[src/intc_consts.svh]
// constants for the posted interrupt clear and post block
// assumes inclusion by bare name from design files only
`ifndef INTC_CONSTS_SVH
`define INTC_CONSTS_SVH

`define NUM_SRC            8
`define SRC_W              3
`define ADDR_POST_CLEAR    12'h0DA
`define ADDR_CONTROL       12'h0E0
`define ADDR_IRQ_STATUS    12'h0E4
`define ADDR_IRQ_MASK      12'h0E8
`define ADDR_WIDTH         12
`define RESET_POSTED       8'h00
`define RESET_MASK         8'h00
`define CTRL_SWINT_BIT     0
`define BIT_SERIAL_SLAVE   7
`define BIT_SLEEP_TIMER    6
`define BIT_SPI            5
`define BIT_PINS           4
`define BIT_TIMER_ZERO     3
`define BIT_TOUCH          2
`define BIT_ANALOG         1
`define BIT_SUPPLY_MON     0
`define DATA_ZERO          32'h00000000

`endif

[src/intc_pkg.sv]
// types for the posted interrupt clear and post block
// assumes intc_consts.svh is visible
`include "intc_consts.svh"
package intc_pkg;
  typedef logic [`NUM_SRC-1:0] src_vec_t;
  typedef enum logic [1:0] {
    OP_NONE,
    OP_CLEAR,
    OP_POST
  } write_op_t;
endpackage : intc_pkg

[src/post_flag.sv]
// one posted interrupt flag
// assumes synchronous single-cycle event and write strobes
`timescale 1ns/1ns
`default_nettype none
`include "intc_consts.svh"
module post_flag (
  input  wire logic pclk,
  input  wire logic presetn,
  input  wire logic hw_event,
  input  wire logic ack,
  input  wire logic sw_clear,
  input  wire logic sw_post,
  output logic      posted
);
  typedef struct packed {
    logic posted;
  } flag_state_t;

  flag_state_t state_reg;
  flag_state_t state_next;

  always_comb begin
    state_next = state_reg;
    // set beats clear so no event is lost
    if (ack || sw_clear) begin
      state_next.posted = 1'b0;
    end
    if (hw_event || sw_post) begin
      state_next.posted = 1'b1;
    end
  end

  always_ff @(posedge pclk or negedge presetn) begin
    if (!presetn) begin
      state_reg <= '0;
    end else begin
      state_reg <= state_next;
    end
  end

  assign posted = state_reg.posted;
endmodule : post_flag
`default_nettype wire

[src/posted_interrupt_clear_post.sv]
// posted interrupt clear and post register with apb slave
// assumes apb master on pclk; sources give one-cycle event pulses
//
// Overview of operation
// - a read of the clear register returns one for each source with a posted interrupt, zero elsewhere.
// - writing zero with software interrupt enable clear clears that source's posted interrupt.
// - writing zero to a source with nothing posted changes nothing.
// - writing one with software interrupt enable set posts an interrupt for that source.
// - writing one with software interrupt enable clear leaves the source unchanged.
// - writing zero with software interrupt enable set leaves the source unchanged.
// - bits 7..0 map to serial slave, sleep timer, spi, pins, timer zero, touch, analog, supply monitor.
//
// Decided for this implementation: the APB register port.
`timescale 1ns/1ns
`default_nettype none
`include "intc_consts.svh"
module posted_interrupt_clear_post (
  input  wire logic        pclk,
  input  wire logic        presetn,
  input  wire logic        psel,
  input  wire logic        penable,
  input  wire logic        pwrite,
  input  wire logic [11:0] paddr,
  input  wire logic [31:0] pwdata,
  input  wire logic [3:0]  pstrb,
  output logic      [31:0] prdata,
  output logic             pready,
  output logic             pslverr,
  input  wire logic [7:0]  src_event,
  input  wire logic [7:0]  src_ack,
  output logic [7:0]       posted,
  output logic             irq
);
  ////////////////////////////////////////////////////////////////////////////
  typedef struct packed {
    logic [31:0] rdata;
    logic        swint_en;
    logic [7:0]  irq_status;
    logic [7:0]  irq_mask;
    logic [7:0]  posted_prev;
  } top_state_t;

  top_state_t state_reg;
  top_state_t state_next;

  // register select, reused by read mux and write decode
  function automatic logic hit(input logic [11:0] a, input logic [11:0] r);
    return a == r;
  endfunction

  logic               access;
  logic               rd_setup;
  logic               wr;
  logic               mapped;
  intc_pkg::src_vec_t sw_clear;
  intc_pkg::src_vec_t sw_post;
  intc_pkg::write_op_t op;
  intc_pkg::src_vec_t new_post;

  assign access   = psel && penable;
  assign rd_setup = psel && !penable && !pwrite;
  assign wr       = access && pwrite && pstrb[0];
  assign mapped = hit(paddr, `ADDR_POST_CLEAR) || hit(paddr, `ADDR_CONTROL) ||
                  hit(paddr, `ADDR_IRQ_STATUS) || hit(paddr, `ADDR_IRQ_MASK);
  // zero wait states: every access ends in its first access cycle
  assign pready  = 1'b1;
  assign pslverr = access && !mapped;

  ////////////////////////////////////////////////////////////////////////////
  // mode decides whether zeros clear or ones post, never both
  always_comb begin
    op = intc_pkg::OP_NONE;
    if (wr && hit(paddr, `ADDR_POST_CLEAR)) begin
      op = state_reg.swint_en ? intc_pkg::OP_POST : intc_pkg::OP_CLEAR;
    end
  end

  // zero clears, one posts; other combinations leave flags alone
  assign sw_clear = (op == intc_pkg::OP_CLEAR) ? ~pwdata[7:0] : '0;
  assign sw_post  = (op == intc_pkg::OP_POST)  ?  pwdata[7:0] : '0;

  // bit order of src_event follows the register layout
  genvar g;
  generate
    for (g = 0; g < `NUM_SRC; g++) begin : g_flag
      post_flag u_flag (
        .pclk     (pclk),
        .presetn  (presetn),
        .hw_event (src_event[g]),
        .ack      (src_ack[g]),
        .sw_clear (sw_clear[g]),
        .sw_post  (sw_post[g]),
        .posted   (posted[g])
      );
    end
  endgenerate

  assign new_post = posted & ~state_reg.posted_prev;

  ////////////////////////////////////////////////////////////////////////////
  always_comb begin
    state_next = state_reg;
    state_next.posted_prev = posted;
    // caught in setup so the flop already shows it in the access cycle
    if (rd_setup) begin
      state_next.rdata = `DATA_ZERO;
      if (hit(paddr, `ADDR_POST_CLEAR)) begin
        state_next.rdata[7:0] = posted;
      end else if (hit(paddr, `ADDR_CONTROL)) begin
        state_next.rdata[`CTRL_SWINT_BIT] = state_reg.swint_en;
      end else if (hit(paddr, `ADDR_IRQ_STATUS)) begin
        state_next.rdata[7:0] = state_reg.irq_status;
      end else if (hit(paddr, `ADDR_IRQ_MASK)) begin
        state_next.rdata[7:0] = state_reg.irq_mask;
      end
    end
    if (wr && hit(paddr, `ADDR_CONTROL)) begin
      state_next.swint_en = pwdata[`CTRL_SWINT_BIT];
    end
    if (wr && hit(paddr, `ADDR_IRQ_MASK)) begin
      state_next.irq_mask = pwdata[7:0];
    end
    if (wr && hit(paddr, `ADDR_IRQ_STATUS)) begin
      state_next.irq_status = state_reg.irq_status & ~pwdata[7:0];
    end
    // new posting wins over a same-cycle clear
    state_next.irq_status = state_next.irq_status | new_post;
  end

  always_ff @(posedge pclk or negedge presetn) begin
    if (!presetn) begin
      state_reg <= '0;
    end else begin
      state_reg <= state_next;
    end
  end

  // read data comes out of a flop loaded in setup; stands through the access cycle
  assign prdata = state_reg.rdata;
  assign irq    = |(state_reg.irq_status & state_reg.irq_mask);
endmodule : posted_interrupt_clear_post
`default_nettype wire

[config.mk]
export PLATFORM = sky130hd
export DESIGN_NAME = posted_interrupt_clear_post
export DESIGN_NICKNAME = d
export VERILOG_FILES = /design/src/intc_pkg.sv /design/src/post_flag.sv /design/src/posted_interrupt_clear_post.sv
export VERILOG_INCLUDE_DIRS = /design/src
export SDC_FILE = /design/constraint.sdc
export NUM_CORES = 1
export LEC_CHECK = 0
export ABC_AREA = 1
export BUFFER_PORTS_ARGS = -buffer_cell sky130_fd_sc_hd__clkbuf_2
export CORE_MARGIN = 5
export CORE_UTILIZATION = 30
export DETAILED_ROUTE_END_ITERATION = 16
export GPL_TIMING_DRIVEN = 0
export PLACE_DENSITY_LB_ADDON = 0.08
export SYNTH_ARGS = -nofsm -noshare
export SYNTH_HDL_FRONTEND = slang
export SYNTH_SLANG_ARGS = --single-unit
[constraint.sdc]
create_clock -name pclk -period 1.3 [get_ports pclk]
set_input_delay 0.26 -clock pclk [delete_from_list [all_inputs] [get_ports pclk]]
set_output_delay 0.26 -clock pclk [all_outputs]
set_load 0.05 [all_outputs]
==> results.py, run 1 <==
metrics = {
    "placement": {
        "place.gp.congestion": 0.758,
        "dp_slack_ns": -0.439,
        "place_hpwl_mm": 4.40,
        "port_buffers": 59,
    },
    "final_layout": {
        "fillers": 804,
        "diodes": 0,
        "synthToLayoutAreaGrowth_pct": 41.1,
        "drive_above_1_share_pct": 43.1,
        "largest_reg_flops": 25,
        "fin_nets": 453,
    },
    "setup_path": {
        "crit_path_max_incr_delay_ns": 0.39,
        "cp-start-kind": "register",
        "crit_type": "register to primary output",
        "slowest_stage": "dfrtp_1",
        "path_cells": "a22o_1 -> a221oi_2 -> nand2_2 -> clkbuf_16",
        "arrival_ns": 1.44,
        "critical_path_required_ns": 1.04,
        "cp_max_fo": 2,
        "crit_path_end_kind": "primary output",
    },
    "drt": {
        "via_per_inst": 4.20,
        "wl_met3_um": 371,
        "drt-met1-wl_mm": 2.75,
        "drc": 0,
        "postRouteAntennaNets": 0,
        "wl_per_cell_um": 12.0,
        "highest_layer": "met4",
        "met2WireLength_mm": 2.64,
        "drtIter0Drc": 59,
        "wirelength_mm": 5.84,
        "drt_first_pass_iters": 4,
        "vias": 2044,
    },
    "clock_tree": {
        "clockBufferDepth": 2,
        "hold_buffers": 0,
        "cts.sinks": 41,
        "tritoncts": "yes",
        "cts-root-buf": "clkbuf_8",
        "cts_buffers": 5,
        "clock_latency_ns": 0.29,
        "cts.htree.levels": 2,
        "clk_pin_slew_worst_paths_ns": 0.08,
    },
    "global_route": {
        "grt_pass1_wl_mm": 9.51,
        "grt_overflow": 0,
        "grt_util_all_layers_pct": 12.2,
        "antenna_found_initial": 0,
        "grt_pass1_vias": 1994,
        "grt_max_degree": 42,
    },
    "worst_hold_path": {
        "holdCritPathClass": "input pin to asynchronous set/reset pin",
    },
    "sta": {
        "final_hold_viol_count": 0,
        "max_freq_ghz": 0.587,
        "relSlewSlack_pct": 32.6,
        "min_period_ns": 1.70,
        "worst_slack_ns": -0.404,
        "setup_viol": 2,
        "fin_crit_sh_pct": 131,
        "fin_worst_skew_ns": 0.00618,
        "grt_setup_unrepaired": "true",
        "drv_slew": 0,
        "hold_ws_ns": 0.130,
        "tightest_slew_ns": 1.01,
    },
    "floorplanning": {
        "fp.dieH_um": 98.1,
        "start_util_pct": 30.4,
        "fp.dieW_um": 98.1,
        "num_rows": 32,
        "core_um2": 7650,
        "io_pins": 112,
        "die_area_um2": 9610,
    },
    "yosys": {
        "synth_warnings": 0,
        "synthDistinctLibCells": 25,
        "synth.cell_area_um2": 2330,
        "syn_inst": 281,
        "yosysSeqAreaShare_pct": 44.1,
        "ys_ff_latch": 41,
        "avgSynthCellArea_um2": 8.28,
        "ys.flop_type": "dfrtp_1",
        "synth_enable_flop_cells": 0,
        "synth-async-reset-ratio_pct": 100,
    },
    "power_and_ir_drop": {
        "p_leak_uw": 0.00168,
        "power_density_nw_per_um2": 883,
        "peakVddDrop_uv": 407,
    },
    "run_status": {
        "violations": "setup timing",
        "status": "finished, violations left",
    },
    "run": {
        "maxCapViolCount": 0,
    },
}
final cells by class:
class                      count  area [um2]  area share (%)
clock inverter                 1        8.76           0.267
tap                          102         128            3.89
timing repair buffer          73         539            16.4
clock buffer                   7        96.3            2.94
multi-input combinational    193        1040            31.8
buffer                        43         334            10.2
sequential                    41        1030            31.3
inverter                      27         106            3.24
critical path: cells and delay by family, from the launching register on:
| family | cells | cell delay (ns) |
|---|---|---|
| buffers and inverters | 1 | 0.19 |
| AO/OA/AOI/OAI | 2 | 0.47 |
| AND/OR/NAND/NOR | 1 | 0.10 |
| flip-flops | 1 | 0.39 |
cells in the mapped netlist, types with 3 or more instances:
cell type | count | area, um2
nor2_2 | 4 | 25.0
buf_4 | 41 | 308
o21ai_1 | 16 | 80.1
o21ai_2 | 8 | 70.1
nand4_1 | 11 | 68.8
inv_1 | 25 | 93.8
o21ai_0 | 10 | 50.1
nand2_2 | 9 | 56.3
a21oi_1 | 8 | 40.0
nand2_1 | 64 | 240
dfrtp_1 | 41 | 1030
nor2_1 | 18 | 67.6
o211ai_1 | 6 | 45.0
nor2_4 | 4 | 45.0
nand3_1 | 3 | 15.0
path summary, 6_finish.rpt:
kind | slack (ns) | end | depth (start not counted) | startpoint
max | -0.40 | irq | 4 | state_reg[9]$_DFFE_PN0P_
min | 0.13 | g_flag[7].u_flag.posted$_DFFE_PN0P_ | 1 | presetn
max reg2reg | 0.18 | g_flag[7].u_flag.posted$_DFFE_PN0P_ | 4 | state_reg[24]$_DFFE_PN0P_
min reg2reg | 0.40 | state_reg[16]$_DFF_PN0_ | 1 | state_reg[0]$_DFF_PN0_
max in group asynchronous | 0.55 | g_flag[0].u_flag.posted$_DFFE_PN0P_ | 1 | presetn
min in group pclk | 0.14 | g_flag[1].u_flag.posted$_DFFE_PN0P_ | 3 | src_event[1]
per-layer routing:
metal	up-vias	global-route usage, %
li1	1055	-
met1	921	15.8
met2	62	20.0
met3	6	3.21
met4	0	3.83
met5	-	0
per-stage QoR:
stage | utilization (%) | total power [uW] | std cells | setup TNS, ns | area, um2
after floorplan | - | 1750 | 304 | -0.295 | 2440
after global placement | 37.4 | 1900 | 465 | -8.59 | 2860
after detailed placement | 37.4 | 1900 | 465 | -8.90 | 2860
after CTS | 41.2 | 2910 | 480 | -0.660 | 3150
after global routing | 42.9 | 3040 | 487 | -0.752 | 3280
final | 42.9 | 2900 | 487 | -0.596 | 3280
logic make-up after synthesis:
family          share of synthesized area [%]
compound gates                           13.4
flops                                    44.1
simple gates                             23.8
buf+inv                                  18.3
other cells                             0.323
cell usage in the layout, fill, tap and decap left out, types with 2 or more instances in the layout:
| cell | Yosys | layout |
|---|---|---|
| buf_4 | 41 | 61 |
| nand2_1 | 64 | 58 |
| dfrtp_1 | 41 | 41 |
| clkbuf_2 | 0 | 37 |
| conb_1 | 2 | 25 |
| inv_1 | 25 | 24 |
| o21ai_1 | 16 | 18 |
| nor2_1 | 18 | 16 |
| clkbuf_8 | 0 | 14 |
| nand2_2 | 9 | 12 |
| nand4_1 | 11 | 11 |
| o21ai_0 | 10 | 8 |
| o21ai_2 | 8 | 8 |
| a21oi_1 | 8 | 8 |
| nor2_4 | 4 | 7 |
| o211ai_1 | 6 | 6 |
| buf_6 | 1 | 5 |
| nor2_2 | 4 | 3 |
| nand2_4 | 0 | 3 |
| clkbuf_4 | 0 | 3 |
| inv_2 | 1 | 2 |
| buf_8 | 0 | 2 |
| nor3_2 | 2 | 2 |
| nand3_1 | 3 | 2 |
power breakdown:
part           switching, uW  leakage, uW  total [uW]  internal (uW)
combinational            402      0.00114         621            219
sequential              16.0     0.000479        1320           1310
clock                    461    0.0000549         952            491
total                    879      0.00168        2900           2020
timing repair:
item | 4_1_cts | 5_1_grt
gates resized for setup | 34 | 28
setup endpoints to repair | 34 | 21
pin swaps | 5 | 6
setup buffers | 7 | 7
Power figures use the tool's default switching activity.
==> run 2, diff against run 1 <==
BUFFER_PORTS_ARGS = unset   (was -buffer_cell sky130_fd_sc_hd__clkbuf_2)
DONT_BUFFER_PORTS = 1   (was unset)
==> run 2 against run 1 <==
  * The run still ends with setup timing left
  * Utilization fell by 6.5 points
  * Sequential power barely moved
  * Fmax rose by 2.3%
  * Via count fell by 11%
  * Die area did not move
  * Hold slack got worse by 0.068 ns
  * Clock skew fell by 0.0035 ns
  * Critical path depth fell by 1
  * Register-to-register slack barely moved
  * Non-clock buffer count fell by 63
  * Largest cell class is now registers
  * Highest routed layer unchanged
==> results.py, run 2 (synthesis results as in run 1) <==
metrics = {
    "final_layout": {
        "drive_above_1_share_pct": 29.5,
        "final_core_util_pct": 36.5,
        "final_common_cell": "nand2_1",
        "largest_reg_flops": 25,
        "diodes": 0,
        "fin_nets": 390,
        "synthToLayoutAreaGrowth_pct": 19.8,
        "final_cell_mix": "nand2_1 (60), buf_4 (49), dfrtp_1 (41)",
    },
    "drt": {
        "wl_per_cell_um": 13.5,
        "wirelength_mm": 5.73,
        "highest_layer": "met4",
        "drt_first_pass_iters": 4,
        "via_per_inst": 4.29,
        "drtIter0Drc": 49,
        "drt-met1-wl_mm": 2.68,
        "drc": 0,
        "wl_met3_um": 423,
        "met2WireLength_mm": 2.59,
        "vias": 1817,
        "postRouteAntennaNets": 0,
    },
    "clock_tree": {
        "clock_latency_ns": 0.29,
        "cts_buffers": 5,
        "tritoncts": "yes",
        "clockBufferDepth": 2,
        "cts.sinks": 41,
        "clk_pin_slew_worst_paths_ns": 0.08,
        "cts-root-buf": "clkbuf_8",
        "cts.htree.levels": 2,
    },
    "global_route": {
        "grt_pass1_vias": 1847,
        "antenna_found_initial": 0,
        "grt_util_all_layers_pct": 12.1,
        "grt_overflow": 0,
        "grt_max_degree": 42,
        "grt_pass1_wl_mm": 9.37,
    },
    "sta": {
        "grt_setup_unrepaired": "true",
        "fin_crit_sh_pct": 128,
        "setup_viol": 2,
        "relSlewSlack_pct": 48.0,
        "min_period_ns": 1.67,
        "drv_slew": 0,
        "final_hold_viol_count": 0,
        "max_freq_ghz": 0.600,
        "fin_worst_skew_ns": 0.00266,
        "tightest_slew_ns": 0.774,
        "worst_slack_ns": -0.366,
    },
    "placement": {
        "dp_slack_ns": -0.462,
        "place.gp.congestion": 0.740,
        "place_hpwl_mm": 4.29,
        "port_buffers": 0,
    },
    "floorplanning": {
        "fp.dieW_um": 98.1,
        "start_util_pct": 30.4,
        "io_pins": 112,
        "core_um2": 7650,
        "fp.dieH_um": 98.1,
        "die_area_um2": 9610,
        "num_rows": 32,
    },
    "worst_hold_path": {
        "holdCritPathClass": "input pin to register",
    },
    "setup_path": {
        "crit_type": "register to primary output",
        "cp_max_fo": 2,
        "critical_path_required_ns": 1.04,
        "reg2reg_slack_ns": 0.18,
        "crit_path_end_kind": "primary output",
        "arrival_ns": 1.41,
        "cp-start-kind": "register",
    },
    "run": {
        "maxCapViolCount": 0,
    },
    "power_and_ir_drop": {
        "power_density_nw_per_um2": 945,
        "peakVddDrop_uv": 769,
        "p_leak_uw": 0.00135,
    },
    "run_status": {
        "violations": "setup timing",
        "status": "finished, violations left",
    },
}
## run 2: path summary, 6_finish.rpt
path                                                     startpoint                             endpoint  depth (start not counted)
worst min-delay path                                   src_event[7]  g_flag[7].u_flag.posted$_DFFE_PN0P_                          2
worst min register to register  g_flag[4].u_flag.posted$_DFFE_PN0P_               state_reg[4]$_DFF_PN0_                          0
min in group asynchronous                                   presetn  g_flag[5].u_flag.posted$_DFFE_PN0P_                          2
worst max register to register            state_reg[24]$_DFFE_PN0P_  g_flag[5].u_flag.posted$_DFFE_PN0P_                          4
worst max-delay path                       state_reg[9]$_DFFE_PN0P_                                  irq                          3
max in group asynchronous                                   presetn              state_reg[16]$_DFF_PN0_                          2
## run 2: through the flow
stage,cells,instance area (um2),setup TNS (ns),total power (uW),hold slack [ns]
6_report,424,2790,-0.690,2630,0.0612
4_1_cts,423,2760,-0.756,2680,0.0485
3_3_place_gp,406,2560,-5.82,1780,-0.0333
2_1_floorplan,304,2440,-0.295,1750,-0.0356
3_5_place_dp,406,2560,-6.25,1790,-0.0333
5_1_grt,424,2790,-0.812,2790,0.0491
## run 2: repair_timing
item | 4_1_cts | 5_1_grt
setup buffers | 7 | 1
hold buffers | 2 | 0
gates resized for setup | 8 | 5
endpoints found under the hold margin | 41 | 0
pin swaps | 4 | 1
endpoints found under the setup margin | 10 | 17
## run 2: worst max-delay path, stage by stage, from the launching register on
cell and delay (ns):
dfrtp_1 0.39, a22o_1 0.26, a221oi_2 0.22, nand2_2 0.25
## run 2: per-layer routing
layer  global-route usage (%)  vias to the layer above
li1                         -                      925
met1                     16.6                      823
met2                     18.9                       65
met3                     3.50                        4
met4                     2.88                        0
met5                        0                        -
## run 2: area by class of cell
type                    count  area [um2]
fillers                   830        4860
flip-flops and latches     41        1030
multi-input cells         193        1020
plain buffers              43         330
well taps                 102         128
inverters                  27         106
repair buffers             10        90.1
clock buffers               7        76.3
clock inverters             1        7.51
## run 2: power breakdown
group / switching (uW) / internal (uW) / total, uW
clock: 448 / 381 / 829
combinational: 354 / 124 / 479
sequential: 18.1 / 1310 / 1330
